File: src/shared/sew_pkg.sv
// constants shared by the strap, eeprom loader and wake logic
// assumes one 250 MHz core clock and a synchronous active-high reset
package sew_pkg;

  // ************************************************
  // eeprom serial timing and image layout
  // ************************************************
  localparam int EE_DIV = 256; // serial clock = core clock / 256
  localparam logic [7:0] EE_DIV_LAST = 8'hff; // last core cycle of a serial bit
  localparam logic [7:0] EE_DIV_HALF = 8'h80; // serial clock rises here
  localparam int IMAGE_WORDS = 8;
  localparam int WORD_BITS = 16;
  localparam int ADDR_BITS = 6;
  localparam logic [4:0] CMD_BITS = 5'h09; // start bit, opcode, address
  localparam logic [4:0] WORD_CLOCKS = 5'h1a; // command, dummy zero, 16 data bits
  localparam logic [2:0] READ_CMD = 3'h6; // start bit 1 then read opcode 10
  localparam logic [2:0] LAST_WORD = 3'h7;

  // ************************************************
  // strap sampling and register bit positions
  // ************************************************
  localparam logic [1:0] STRAP_SETTLE = 2'h3; // lets the two sync stages fill
  localparam logic [1:0] STRAP_TAKE = 2'h1;
  localparam int MCR_IR_BIT = 6; // infrared enable in modem_control_reg
  localparam int FEATURE_CONTROL_REG_485_BIT = 5; // auto direction in feature_control_reg

endpackage

File: src/shared/sew_ee_if.sv
// link between the top control logic and the automatic eeprom loader
// assumes both ends sit on the same core clock
`timescale 1ns/1ps
interface sew_ee_if;
  logic start; // one-cycle pulse, begin the automatic load
  logic done; // level, load finished
  logic sk;
  logic cs;
  logic di;
  logic rdata; // synchronised eeprom_read_data
  logic word_valid; // one-cycle pulse with word_idx and word_data
  logic [2:0] word_idx;
  logic [15:0] word_data;
  modport loader (input start, rdata, output done, sk, cs, di, word_valid, word_idx, word_data);
  modport ctrl (output start, rdata, input done, sk, cs, di, word_valid, word_idx, word_data);
endinterface

File: src/design/sew_ee_loader.sv
// automatic loader: reads the eight-word eeprom image in 16-bit organisation
// assumes rdata is already synchronised and start comes only while idle
`timescale 1ns/1ps
module sew_ee_loader
  import sew_pkg::*;
(
  input wire logic core_clk_i,
  input wire logic reset_i,
  sew_ee_if.loader ee
);

  typedef enum logic [3:0] {
    ST_IDLE = 4'h1,
    ST_SHIFT = 4'h2,
    ST_GAP = 4'h4,
    ST_DONE = 4'h8
  } sew_ld_state_t;

  sew_ld_state_t state, next_state;
  logic [7:0] div, next_div;
  logic [4:0] bitn, next_bitn;
  logic [2:0] word, next_word;
  logic [15:0] shreg, next_shreg;
  logic sk, next_sk;
  logic cs, next_cs;
  logic di, next_di;
  logic valid, next_valid;

  // command bit for a serial bit slot, zero once the address is out
  function automatic logic cmd_bit(input logic [4:0] slot, input logic [2:0] adr);
    logic [8:0] cmd;
    cmd = {READ_CMD, ADDR_BITS'(adr)};
    cmd_bit = (slot < CMD_BITS) ? cmd[4'(CMD_BITS - 5'h01 - slot)] : 1'b0;
  endfunction

  // ************************************************
  // serial sequencer
  // ************************************************
  // one bit period is 256 core cycles; data changes with the clock low
  always_comb begin
    next_state = state;
    next_div = div;
    next_bitn = bitn;
    next_word = word;
    next_shreg = shreg;
    next_valid = 1'b0;
    unique case (state)
      ST_IDLE: begin
        if (ee.start) begin
          next_state = ST_SHIFT;
          next_div = 8'h00;
          next_bitn = 5'h00;
          next_word = 3'h0;
        end
      end
      ST_SHIFT: begin
        next_div = div + 8'h01;
        // sample read data on the rising serial clock after the dummy zero
        if (div == EE_DIV_HALF && bitn > CMD_BITS) begin
          next_shreg = {shreg[14:0], ee.rdata};
        end
        if (div == EE_DIV_LAST) begin
          if (bitn == WORD_CLOCKS - 5'h01) begin
            next_state = ST_GAP; // chip select drops for one bit period
            next_valid = 1'b1;
          end else begin
            next_bitn = bitn + 5'h01;
          end
        end
      end
      ST_GAP: begin
        next_div = div + 8'h01;
        if (div == EE_DIV_LAST) begin
          if (word == LAST_WORD) begin
            next_state = ST_DONE;
          end else begin
            next_state = ST_SHIFT;
            next_word = word + 3'h1;
            next_bitn = 5'h00;
          end
        end
      end
      ST_DONE: begin
        next_state = ST_DONE;
      end
      default: begin
        next_state = ST_IDLE;
      end
    endcase
    next_cs = (next_state == ST_SHIFT);
    next_sk = (next_state == ST_SHIFT) && (next_div >= EE_DIV_HALF);
    next_di = (next_state == ST_SHIFT) && cmd_bit(next_bitn, next_word);
  end

  always_ff @(posedge core_clk_i) begin
    if (reset_i) begin
      state <= ST_IDLE;
      div <= 8'h00;
      bitn <= 5'h00;
      word <= 3'h0;
      shreg <= 16'h0000;
      sk <= 1'b0;
      cs <= 1'b0;
      di <= 1'b0;
      valid <= 1'b0;
    end else begin
      state <= next_state;
      div <= next_div;
      bitn <= next_bitn;
      word <= next_word;
      shreg <= next_shreg;
      sk <= next_sk;
      cs <= next_cs;
      di <= next_di;
      valid <= next_valid;
    end
  end

  assign ee.sk = sk;
  assign ee.cs = cs;
  assign ee.di = di;
  assign ee.done = (state == ST_DONE);
  assign ee.word_valid = valid;
  assign ee.word_idx = word;
  assign ee.word_data = shreg;

  // ************************************************
  // checks
  // ************************************************
  logic [8:0] sk_gap; // cycles since the last rising serial clock
  always_ff @(posedge core_clk_i) begin
    if (reset_i) begin
      sk_gap <= 9'h000;
    end else begin
      sk_gap <= (!sk && next_sk) ? 9'h001 : sk_gap + 9'h001;
    end
  end
endmodule // sew_ee_loader

File: src/design/sew_strap_eeprom_wake.sv
// strap sampling, eeprom line ownership and wake event of a dual uart
// assumes soft_reset_i and power state inputs come from core-clock logic
`timescale 1ns/1ps

// Function
// eeprom clock is core clock over 256 while loading
// software drives eeprom lines by manual control afterwards
// loader uses 16-bit word commands and data
// chip-select level at power-up shows eeprom fitted
// sample infrared strap at power-up, reset, soft reset
// infrared strap goes to modem control bit 6
// high half-duplex strap sets feature control bit 5
// wake pin low on uart event in D3hot
// eeprom image is eight 16-bit words
// manual control owns lines only after load ends
module sew_strap_eeprom_wake
  import sew_pkg::*;
(
  input wire logic core_clk_i,
  input wire logic reset_i,
  input wire logic soft_reset_i,
  input wire logic infrared_strap_i,
  input wire logic half_duplex_strap_n_i,
  input wire logic eeprom_read_data_i,
  input wire logic eeprom_chip_select_i,
  input wire logic eeprom_manual_clock_i,
  input wire logic eeprom_manual_select_i,
  input wire logic eeprom_manual_write_i,
  input wire logic [2:0] image_addr_i,
  input wire logic d3hot_i,
  input wire logic pme_enable_i,
  input wire logic [1:0] rx_char_event_i,
  input wire logic [1:0] modem_change_i,
  output logic eeprom_serial_clock_o,
  output logic eeprom_chip_select_o,
  output logic eeprom_chip_select_oe_o,
  output logic eeprom_write_data_o,
  output logic eeprom_manual_read_o,
  output logic eeprom_present_o,
  output logic load_done_o,
  output logic [15:0] image_data_o,
  output logic strap_load_o,
  output logic modem_control_ir_o,
  output logic feature_control_485_o,
  output logic pme_n_o,
  output logic pme_oe_o
);

  sew_ee_if ee ();

  sew_ee_loader u_loader (
    .core_clk_i(core_clk_i),
    .reset_i(reset_i),
    .ee(ee.loader)
  );

  // ************************************************
  // pin synchronisers
  // ************************************************
  // order: read data, chip-select sense, infrared strap, half-duplex strap
  logic [3:0] pin_meta, pin_sync;
  always_ff @(posedge core_clk_i) begin
    if (reset_i) begin
      pin_meta <= 4'h0;
      pin_sync <= 4'h0;
    end else begin
      pin_meta <= {eeprom_read_data_i, eeprom_chip_select_i, infrared_strap_i,
                   half_duplex_strap_n_i};
      pin_sync <= pin_meta;
    end
  end

  logic rdata_s, cs_sense_s, ir_s, hd_s;
  assign {rdata_s, cs_sense_s, ir_s, hd_s} = pin_sync;
  assign ee.rdata = rdata_s;

  // ************************************************
  // control state
  // ************************************************
  logic [1:0] settle, next_settle;
  logic boot, next_boot;
  logic ld_start, next_ld_start;
  logic ld_active, next_ld_active;
  logic manual, next_manual;
  logic present, next_present;
  logic take_q, next_take_q;
  logic ir_bit, next_ir_bit;
  logic hd_bit, next_hd_bit;
  logic pend, next_pend;
  logic pme_n_q, next_pme_n_q;
  logic sk_q, next_sk_q;
  logic cs_q, next_cs_q;
  logic cs_oe_q, next_cs_oe_q;
  logic di_q, next_di_q;
  logic mrd_q, next_mrd_q;
  logic [15:0] img_q, next_img_q;
  logic [15:0] image [IMAGE_WORDS];
  logic take, arm, uart_event;

  // strap pickup waits for the synchronisers after any reset; the eeprom
  // load runs only after the power-up or hardware reset, not a soft reset
  always_comb begin
    take = (settle == STRAP_TAKE);
    next_settle = soft_reset_i ? STRAP_SETTLE : (settle != 2'h0) ? settle - 2'h1 : settle;
    next_take_q = take;
    next_boot = boot && !take;
    next_present = (take && boot) ? cs_sense_s : present;
    next_ld_start = take && boot && cs_sense_s;
    next_ld_active = ld_active || ld_start;
    // no eeprom means nothing to load, so software owns the lines at once
    next_manual = manual || (take && boot && !cs_sense_s) || ee.done;
    next_ir_bit = take ? ir_s : ir_bit;
    next_hd_bit = take ? hd_s : hd_bit;
    arm = d3hot_i && pme_enable_i;
    uart_event = |{rx_char_event_i, modem_change_i};
    next_pend = arm && (pend || uart_event);
    next_pme_n_q = !next_pend;
    // line source: manual after the load, loader during it, released before
    if (manual) begin
      next_sk_q = eeprom_manual_clock_i;
      next_cs_q = eeprom_manual_select_i;
      next_cs_oe_q = 1'b1;
      next_di_q = eeprom_manual_write_i;
      next_mrd_q = rdata_s;
    end else if (ld_active) begin
      next_sk_q = ee.sk;
      next_cs_q = ee.cs;
      next_cs_oe_q = 1'b1;
      next_di_q = ee.di;
      next_mrd_q = 1'b0;
    end else begin
      next_sk_q = 1'b0;
      next_cs_q = 1'b0;
      next_cs_oe_q = 1'b0; // pull-up must be readable while sensing
      next_di_q = 1'b0;
      next_mrd_q = 1'b0;
    end
    next_img_q = image[image_addr_i];
  end

  always_ff @(posedge core_clk_i) begin
    if (reset_i) begin
      settle <= STRAP_SETTLE;
      boot <= 1'b1;
      present <= 1'b0;
      ld_start <= 1'b0;
      ld_active <= 1'b0;
      manual <= 1'b0;
      take_q <= 1'b0;
      ir_bit <= 1'b0;
      hd_bit <= 1'b0;
      pend <= 1'b0;
      pme_n_q <= 1'b1;
      sk_q <= 1'b0;
      cs_q <= 1'b0;
      cs_oe_q <= 1'b0;
      di_q <= 1'b0;
      mrd_q <= 1'b0;
      img_q <= 16'h0000;
    end else begin
      settle <= next_settle;
      boot <= next_boot;
      present <= next_present;
      ld_start <= next_ld_start;
      ld_active <= next_ld_active;
      manual <= next_manual;
      take_q <= next_take_q;
      ir_bit <= next_ir_bit;
      hd_bit <= next_hd_bit;
      pend <= next_pend;
      pme_n_q <= next_pme_n_q;
      sk_q <= next_sk_q;
      cs_q <= next_cs_q;
      cs_oe_q <= next_cs_oe_q;
      di_q <= next_di_q;
      mrd_q <= next_mrd_q;
      img_q <= next_img_q;
    end
  end

  // image store, written once per word by the loader
  always_ff @(posedge core_clk_i) begin
    if (reset_i) begin
      for (int i = 0; i < IMAGE_WORDS; i++) begin
        image[i] <= 16'h0000;
      end
    end else if (ee.word_valid) begin
      image[ee.word_idx] <= ee.word_data;
    end
  end

  assign ee.start = ld_start;

  // ************************************************
  // outputs, all straight from flip-flops
  // ************************************************
  assign eeprom_serial_clock_o = sk_q;
  assign eeprom_chip_select_o = cs_q;
  assign eeprom_chip_select_oe_o = cs_oe_q;
  assign eeprom_write_data_o = di_q;
  assign eeprom_manual_read_o = mrd_q;
  assign eeprom_present_o = present;
  assign load_done_o = manual;
  assign image_data_o = img_q;
  assign strap_load_o = take_q;
  assign modem_control_ir_o = ir_bit;
  assign feature_control_485_o = hd_bit; // uart applies it to bit FEATURE_CONTROL_REG_485_BIT
  assign pme_n_o = pme_n_q; // open drain: low only while enabled
  assign pme_oe_o = pend;
endmodule // sew_strap_eeprom_wake

File: config.mk
export PLATFORM = sky130hd
export DESIGN_NAME = sew_strap_eeprom_wake
export DESIGN_NICKNAME = d
export VERILOG_FILES = /design/src/shared/sew_pkg.sv /design/src/shared/sew_ee_if.sv /design/src/design/sew_ee_loader.sv /design/src/design/sew_strap_eeprom_wake.sv
export SDC_FILE = /design/constraint.sdc
export NUM_CORES = 1
export LEC_CHECK = 0
export ABC_AREA = 1
export BUFFER_PORTS_ARGS = -buffer_cell sky130_fd_sc_hd__buf_2
export CAP_MARGIN = 20
export CORE_MARGIN = 5
export CORE_UTILIZATION = 60
export CTS_CLUSTER_SIZE = 14
export DETAILED_ROUTE_END_ITERATION = 10
export PLACE_DENSITY = 0.85
export SLEW_MARGIN = 40
export SYNTH_ARGS = -nofsm -noshare
export SYNTH_HDL_FRONTEND = slang
export SYNTH_HIERARCHICAL = 1
export SYNTH_SLANG_ARGS = --single-unit
File: constraint.sdc
create_clock -name core_clk_i -period 4.65 [get_ports core_clk_i]
set_clock_uncertainty 0.2 [all_clocks]
set_input_delay 0 -clock core_clk_i [delete_from_list [all_inputs] [get_ports core_clk_i]]
set_output_delay 0 -clock core_clk_i [all_outputs]
set_load 0.1 [all_outputs]
==> results.toml, run 1 <==
[outcome]
status = "complete, no violations"

[setup_path]
cp_slowest_cell = "nand2_1"
path_class = "input port to flip-flop"
max_stage_delay_ps = 570
worst-path-buf-inv = 3
crit_top_cell = "nand2_4"
path_cells = "dlygate4sd3_1 -> buf_2 -> inv_2 -> nand2_4 -> nor2_8 -> nand2_4 -> nand2_1"
crit_path_start_kind = "input port"
arrival_ps = 2360
required_ps = 4580
endpoint_kind = "flip-flop"
critPathLaunch = "reset_i"
cp_max_fo = 34
path_delay_family = "simple AND/OR/NAND/NOR gates"

[die]
start_util_pct = 61.2
die_h_um = 137
die-area_um2 = 18800
core_area_um2 = 15900
ios = 47
floorplan.rows = 46
dieWidth_um = 137

[timing]
period_share_pct = 52.5
fin_crit_ps = 2440
slew_headroom_pct = 53.5
hold_viol = 0
rsz0062_at_grt = "no"
max_clock_freq_mhz = 410
tns_ps = 0
drv_slew = 0
setup_violations = 0
worst_pin_slew_ps = 698

[placement]
io_buffers = 46
hpwl_um = 14900
placed_cells = 1373
gp_congestion = 0.877

[global_route]
grt_usage_pct = 25.5
gr-total-overflow = 0
use_met1_pct = 32.8
grt_pass1_wl_um = 37200
met2_usage_pct = 41.7
grt_max_degree = 66
use_met3_pct = 4.24
grt_pass1_vias = 7363
antenna_found_initial = 0
busiest_layer = "met2"

[detailed_routing]
wire_per_inst_um = 16.5
wirelength_um = 23500
dr_total_vias = 7661
ant_nets = 0
dr.pass1.iters = 5
post_drt_via_cell_ratio = 5.36
drcViolationCount = 0
drt_iter0_drc = 920

[clocking]
path_clk_slew_ps = 60
clk_path_buf_depth = 3
cts_tree = "built"
htree_levels = 1
clk_latency_ps = 500
cts_root_buffer = "clkbuf_16"
cts_buffers = 22
clock_sinks = 209

[synth]
synth.top_cell.area_share_pct = 39.5
avgSynthCellArea_um2 = 8.45
synth-main-ff-cell = "edfxtp_1"
ys_seq_elements = 209
synth_nets = 1179
yosys_warnings = 6
synth-async-reset-ratio_pct = 0
synth_cell_types = 35
synthTopCellsByArea = "edfxtp_1 (40%), dfxtp_1 (17%), nand2_1 (9.0%), nor2_1 (8.7%), inv_1 (8.2%)"
yosysMostFrequentCell = "nand2_1"
synth_common_cells = "nand2_1 (232), nor2_1 (225), inv_1 (212)"
ys_seq_area_share_pct = 56.2
syn_inst = 1150
synth_enable_flop_cells = 128
netlist_area_um2 = 9720
yosysTopAreaCell = "edfxtp_1"

[cells_and_area]
drive_gt1_share_pct = 11.0
finalNonFillerCells = 1430
nFillCells = 1217
antennaDiodeCount = 0
final_net_count = 1227
synthToLayoutAreaGrowth_pct = 12.1

[power_and_ir_drop]
leakage_nw = 4.82
power_density_nw_per_um2 = 372
vdd_drop_max_mv = 0.306

[job]
maxCapViolations = 0

[min_path]
hp-class = "input port to flip-flop"
min_from = "soft_reset_i"
[metrics by stage]
step                      setup WS, ps  instance area (um^2)  hold WS, ps  power (mW)  util [%]
after global routing              2000                 10900         92.4        4.16      68.6
after detailed placement          2230                 10000         7.80        2.38      63.1
final                             2210                 10900         83.7        4.05      68.6
after floorplan                   2490                  9720         -128        2.31         -
after global placement            2300                 10000       -0.825        2.38      63.0
after CTS                         2210                 10900         45.2        4.05      68.6
[registers in the layout (all words and copies together) (netlist names), 3 cells and up, named ones only]
name	cells
pin_meta	4
u_loader/ee.word_data	16
u_loader/ee.word_idx	3
image_data_o	16
u_loader/state	4
image	128
u_loader/bitn	5
pin_sync	4
[layout by cell type, fill, tap and decap left out, types with 2 or more instances in the layout]
cell type	count
buf_2	46
nand3b_1	2
inv_2	8
nand2_1	232
nand4_1	4
clkinv_2	4
nand3_2	6
nor2_1	225
clkbuf_8	3
dfxtp_1	81
dlygate4sd3_1	17
clkinv_1	6
nor3_1	9
inv_1	211
nor2_8	3
inv_4	2
a22oi_1	3
nor2_2	3
edfxtp_1	128
ha_1	10
buf_4	4
o21ai_0	11
nand3_1	104
nand2_4	11
nand3_4	2
nor3b_1	2
a21oi_1	11
a211oi_1	17
o211ai_1	3
nand2_2	11
clkbuf_16	24
nor2_4	2
[cell families after synthesis]
family / after synthesis / synth area share (%)
AND/OR/NAND/NOR: 619 / 28.3
buffers and inverters: 264 / 11.0
adder cells (fa/ha/maj): 10 / 1.29
flip-flops: 209 / 56.2
AO/OA/AOI/OAI: 48 / 3.18
[final timing paths]
check,to,slack (ps),depth (start not counted)
hold reg to reg,pin_sync[0],200,2
hold / removal,settle[0],80,4
setup / recovery,image[1][14],2210,7
setup reg to reg,u_loader/ee.di,2230,15
[repair_timing]
item | CTS | global route
hold endpoints to repair | 71 | 0
hold buffers | 17 | 0
resized for setup | 0 | 0
endpoints found under the setup margin | 0 | 0
buffers inserted | 0 | 0
[area by class of cell]
cell class              count  area [um^2]  share of cell area [%]
flip-flops and latches    209         5470                    50.2
inverters                 221          835                    7.66
repair buffers             67          430                    3.95
clock inverters            12         60.1                   0.551
clock buffers              28          646                    5.93
well taps                 216          270                    2.48
multi-input cells         677         3190                    29.3
[layer usage]
layer  wire [um]  vias up
li1            -     3658
met1        9030     3534
met2       11200      383
met3        2040       86
met4        1270        0
met5           0        -
[power breakdown]
part | total (mW) | switching [mW] | internal [mW]
Sequential | 2.04 | 0.0188 | 2.02
Clock | 1.69 | 0.707 | 0.981
Combinational | 0.321 | 0.251 | 0.0701
[worst register-to-register path, cell delays in order, from the launching register on]
cell	delay (ps)
dfxtp_1	360
ha_1	240
nand3_2	170
nor2_8	220
nand2_2	90
nand2_2	60
nand3_2	90
nand2_4	120
inv_4	50
ha_1	310
inv_1	70
nand2_1	50
nor2_1	100
nor2_1	50
nor2_1	90
nor2_1	40
(Power assumes the default switching activity.)
==> run 2: changes to the inputs <==
Settings changed: CORE_UTILIZATION 60 to 55, PLACE_DENSITY 0.85 to 0.82.
Clock period 4.65 ns to 1.95 ns, I/O delays scaled along.
==> run 2 against run 1 <==
  * The flow now finishes with violations (negative setup slack)
  * Sequential cell count unchanged
  * Register-to-register slack worse by 2300 ps
  * Final cell count up 5.9%
  * Sequential share of layout area down 3.8 points
  * Worst hold slack worse by 35 ps
  * Total power up 140%
  * Design area up 8.5%
  * Combinational power rose to 2.5 times the previous value
  * Worst setup slack worse by 2300 ps
  * Sequential power up 140%
  * Critical path depth up 8
  * Non-clock buffer count up 75
  * Critical path type is now flip-flop to flip-flop
  * Largest cell class unchanged
==> results.toml, run 2 (same netlist as run 1, synthesis figures left out) <==
[outcome]
status = "complete, but fails checks"
violations = "negative setup slack"

[cells_and_area]
mostFrequentLayoutCells = "nand2_1 (229), nor2_1 (224), inv_1 (208)"
largest_register_ffs = 128
antennaDiodeCount = 0
nFillCells = 1280
final_net_count = 1302
top_register = "image"
synthToLayoutAreaGrowth_pct = 21.6
finalNonFillerCells = 1514
drive_gt1_share_pct = 18.5
mostFrequentLayoutCell = "nand2_1"

[clocking]
htree_levels = 1
clock_sinks = 209
clk_path_buf_depth = 3
path_clk_slew_ps = 60
clk_latency_ps = 510
cts_buffers = 22
cts_root_buffer = "clkbuf_16"
cts_tree = "built"

[detailed_routing]
ant_nets = 0
dr.pass1.iters = 5
drcViolationCount = 0
drt-met1-wl_um = 8880
top_layer = "met4"
wirelength_um = 23100
wl_met2_um = 11500
dr_total_vias = 7855
drt_iter0_drc = 710
wire_per_inst_um = 15.2
dr_wl_met3_um = 1710
post_drt_via_cell_ratio = 5.19

[die]
core_area_um2 = 17300
start_util_pct = 56.2
ios = 47
die_h_um = 143
die-area_um2 = 20400
floorplan.rows = 48
dieWidth_um = 143

[global_route]
grt_usage_pct = 22.1
grt_pass1_vias = 7665
grt_pass1_wl_um = 36300
grt_max_degree = 65
gr-total-overflow = 0
antenna_found_initial = 0

[setup_path]
crit_top_cell = "nand2_1"
cp_max_fo = 5
max_stage_delay_ps = 320
endpoint_kind = "flip-flop"
path_cells = "inv_2 -> ha_4 -> inv_1 -> nor2_2 -> nand2_2 -> buf_4 -> buf_4 -> o21ai_0 -> nand3b_1 -> nand2_1 -> inv_1 -> nand2_1 -> a21oi_1 -> nand2_1 -> nor2_1"
arrival_ps = 2240
cp_slowest_cell = "dfxtp_2"
path_class = "flip-flop to flip-flop"
crit_path_start_kind = "flip-flop"
required_ps = 2160
path_delay_family = "simple AND/OR/NAND/NOR gates"
worst-path-buf-inv = 5

[job]
maxCapViolations = 0

[power_and_ir_drop]
p_switching_mw = 2.35
leakage_nw = 5.29
pwr-share-clk_pct = 42.2
power_density_nw_per_um2 = 830
internal_power_mw = 7.46
p_seq_share_pct = 49.5
vdd_drop_max_mv = 0.653
switching_share_pct = 24.0
power_frac_comb_pct = 8.3

[timing]
period_share_pct = 104
rsz0062_at_grt = "yes"
timing.hold.ws_ps = 49.0
fin_crit_ps = 2030
drv_slew = 0
hold_viol = 0
max_clock_freq_mhz = 493
setup_violations = 1
worst_pin_slew_ps = 694
setup_slack_ps = -76.5
slew_headroom_pct = 53.8

[placement]
gp_congestion = 0.887
io_buffers = 46
dp_slack_ps = -152
hpwl_um = 14100
placed_cells = 1443

[min_path]
hp-class = "input port to flip-flop"
[run 2: cell count changes in the layout (fill, tap and decap cells not counted), sizes merged, moves of 2 or more]
cell         before  now
buf              50  121
clkbuf           28   34
clkinv           11    6
dlygate4sd3      17   19
[run 2: layout make-up]
class	count	area, um^2	share of cell area, %
multi-input combinational	677	3330	28.2
clock buffer	32	642	5.43
timing repair buffer	142	1170	9.90
tap	225	282	2.38
inverter	221	837	7.08
clock inverter	8	78.8	0.667
sequential	209	5480	46.3
[run 2: stage by stage]
step | total power [mW] | TNS (ps) | utilization, % | instance area [um^2]
4_1_cts | 9.85 | -121 | 67.2 | 11600
5_1_grt | 10.1 | -567 | 68.3 | 11800
6_report | 9.81 | -76.5 | 68.3 | 11800
2_1_floorplan | 5.52 | -58.2 | - | 9770
3_3_place_gp | 5.70 | -106 | 61.6 | 10700
3_5_place_dp | 5.72 | -152 | 61.6 | 10700
[run 2: final timing paths]
kind / start / end / slack (ps) / cells past startpoint
worst max-delay path: u_loader/bitn[1] / u_loader/ee.di / -80 / 15
worst min-delay path: soft_reset_i / settle[0] / 50 / 4
worst max register to register: u_loader/bitn[1] / u_loader/ee.di / -80 / 15
worst min register to register: pin_meta[1] / pin_sync[1] / 210 / 2
[run 2: power by group through the flow]
stage | Sequential, mW | Combinational, mW | Clock (mW)
final | 4.86 | 0.811 | 4.14
after global routing | 4.87 | 0.878 | 4.34
after CTS | 4.86 | 0.806 | 4.18
after detailed placement | 4.95 | 0.767 | 0
after global placement | 4.95 | 0.752 | 0
after floorplan | 5.19 | 0.321 | 0
[run 2: tightest hold or removal path: cells and delay by family]
family / cells / cell delay [ps]
buffers and inverters: 2 / 630
and+or+nand+nor: 2 / 100
[run 2: metal layers]
metal | up-vias | track usage, %
met1 | 3596 | 26.9
met3 | 83 | 3.68
met2 | 357 | 39.0
li1 | 3819 | -
met4 | 0 | 9.05
met5 | - | 0
[run 2: timing repair]
action	4_1_cts	5_1_grt
setup buffers	3	6
setup endpoints to repair	1	9
cloned	0	3
pin swaps	13	19
hold buffers	19	0
endpoints found under the hold margin	70	0
gates resized for setup	9	22
==> run 3: changes to the inputs <==
Settings changed: PLACE_DENSITY 0.82 to 0.71.
==> run 3 against run 2 <==
  * Via count shrank 3.4%
  * First-iteration DRC count shrank 41%
  * The run still ends with negative setup slack left
  * Critical path type unchanged
  * Count of clock-buffer cells in the layout grew 3
  * Critical endpoint unchanged
==> results.toml, run 3 (same netlist as run 1, synthesis figures left out) <==
[cells_and_area]
mostFrequentLayoutCells = "nand2_1 (230), nor2_1 (222), inv_1 (209)"
design_area_um2 = 11600
mostFrequentLayoutCell = "nand2_1"
nFillCells = 1404
regArea_um2 = 5480
final_net_count = 1304
antennaDiodeCount = 0
drive_gt1_share_pct = 16.7
top_register = "image"
synthToLayoutAreaGrowth_pct = 19.8
largest_register_ffs = 128
multi_input_area_um2 = 3280
final_util_pct = 67.3
finalNonFillerCells = 1515

[setup_path]
worst-path-buf-inv = 4
cp_max_fo = 5
arrival_ps = 2270
crit_path_start_kind = "flip-flop"
required_ps = 2140
endpoint_kind = "flip-flop"
path_cells = "inv_2 -> ha_2 -> inv_1 -> nor2_2 -> nand2_2 -> nand2_2 -> nand2_1 -> nand3_1 -> nand2_2 -> inv_4 -> buf_4 -> ha_1 -> nand3_1 -> nand3_1 -> nor2_1 -> nor2_1"
cp_slowest_cell = "dfxtp_2"
r2r_start = "u_loader/bitn[1]"
max_stage_delay_ps = 330
path_class = "flip-flop to flip-flop"
critPathLaunch = "u_loader/bitn[1]"
path_delay_family = "simple AND/OR/NAND/NOR gates"

[timing]
setup_violations = 1
rsz0062_at_grt = "yes"
timing.hold.ws_ps = 22.8
worst_pin_slew_ps = 738
fin_crit_ps = 2080
drv_slew = 0
hold_viol = 0
setup_slack_ps = -127
max_clock_freq_mhz = 481
period_share_pct = 107
slew_headroom_pct = 50.8

[detailed_routing]
wirelength_um = 21900
wire_per_inst_um = 14.4
dr.pass1.iters = 5
drcViolationCount = 0
drt_iter0_drc = 416
dr_total_vias = 7588
post_drt_via_cell_ratio = 5.01
ant_nets = 0

[die]
die_h_um = 143
core_area_um2 = 17300
start_util_pct = 56.2
dieWidth_um = 143
die-area_um2 = 20400
ios = 47
floorplan.rows = 48

[placement]
placed_area_um2 = 10700
hpwl_um = 14100
io_buffers = 46
placed_cells = 1448
gp_congestion = 0.888

[power_and_ir_drop]
power_density_nw_per_um2 = 813
vdd_drop_max_mv = 0.645
finalPower_mw = 9.47
pwr-share-clk_pct = 40.1
internal_power_mw = 7.21
p_seq_share_pct = 51.3
leakage_nw = 5.18
switching_share_pct = 23.8
p_switching_mw = 2.25
power_frac_comb_pct = 8.6

[global_route]
grt_usage_pct = 21.7
grt_pass1_wl_um = 35400
antenna_found_initial = 0
grt_pass1_vias = 7182
grt_max_degree = 65
gr-total-overflow = 0

[outcome]
violations = "negative setup slack"
status = "complete, but fails checks"

[clocking]
path_clk_slew_ps = 60
clk_path_buf_depth = 3
cts_root_buffer = "clkbuf_16"
cts_buffers = 23
clock_sinks = 209
clk_latency_ps = 490
cts_tree = "built"
htree_levels = 1

[job]
maxCapViolations = 0

[min_path]
hp-class = "input port to flip-flop"
min_from = "image_addr_i[1]"
==> run 3: power groups by stage <==
stage          sequential, mW  combinational [mW]  clock (mW)
6_report                 4.86               0.812        3.80
5_1_grt                  4.87               0.881        4.04
4_1_cts                  4.86               0.815        3.86
3_5_place_dp             4.95               0.778           0
3_3_place_gp             4.95               0.769           0
2_1_floorplan            5.19               0.321           0
==> run 3: metal layers <==
metal | track usage (%) | share of wire, %
met4 | 7.15 | 3.5
met5 | 0 | 0
met1 | 28.1 | 42
met2 | 37.5 | 49
met3 | 3.11 | 6.2
==> run 3: stage by stage <==
stage	setup TNS (ps)	setup slack, ps
floorplan	-58.2	-58.2
global placement	-110	-110
detailed placement	-154	-154
CTS	-130	-130
global route	-452	-313
finish	-127	-127
==> run 3: worst paths after layout <==
path	to	slack, ps	cells past startpoint
max	u_loader/ee.di	-130	16
min	image_data_o[14]	20	6
min reg2reg	pin_sync[2]	200	2
max reg2reg	u_loader/ee.di	-130	16
==> run 3: cell type report <==
type / count / share of cell area, %
sequential: 209 / 47.0
multi-input combinational: 677 / 28.2
timing repair buffer: 143 / 9.65
inverter: 221 / 7.17
clock buffer: 35 / 5.33
tap: 225 / 2.42
clock inverter: 5 / 0.215
==> run 3: what timing repair did <==
| action | CTS | global route |
|---|---|---|
| resized for setup | 7 | 11 |
| endpoints found under the hold margin | 62 | 0 |
| pin swaps | 4 | 17 |
| cloned | 0 | 1 |
| setup endpoints to repair | 1 | 14 |
| buffers inserted | 1 | 1 |
| hold buffers | 24 | 0 |
==> run 3: worst min-delay path, stage by stage <==
cell and delay [ps]:
buf_2 100, buf_4 260, nand3_1 130, nand2_1 50, nor2_1 70, nor2_1 50
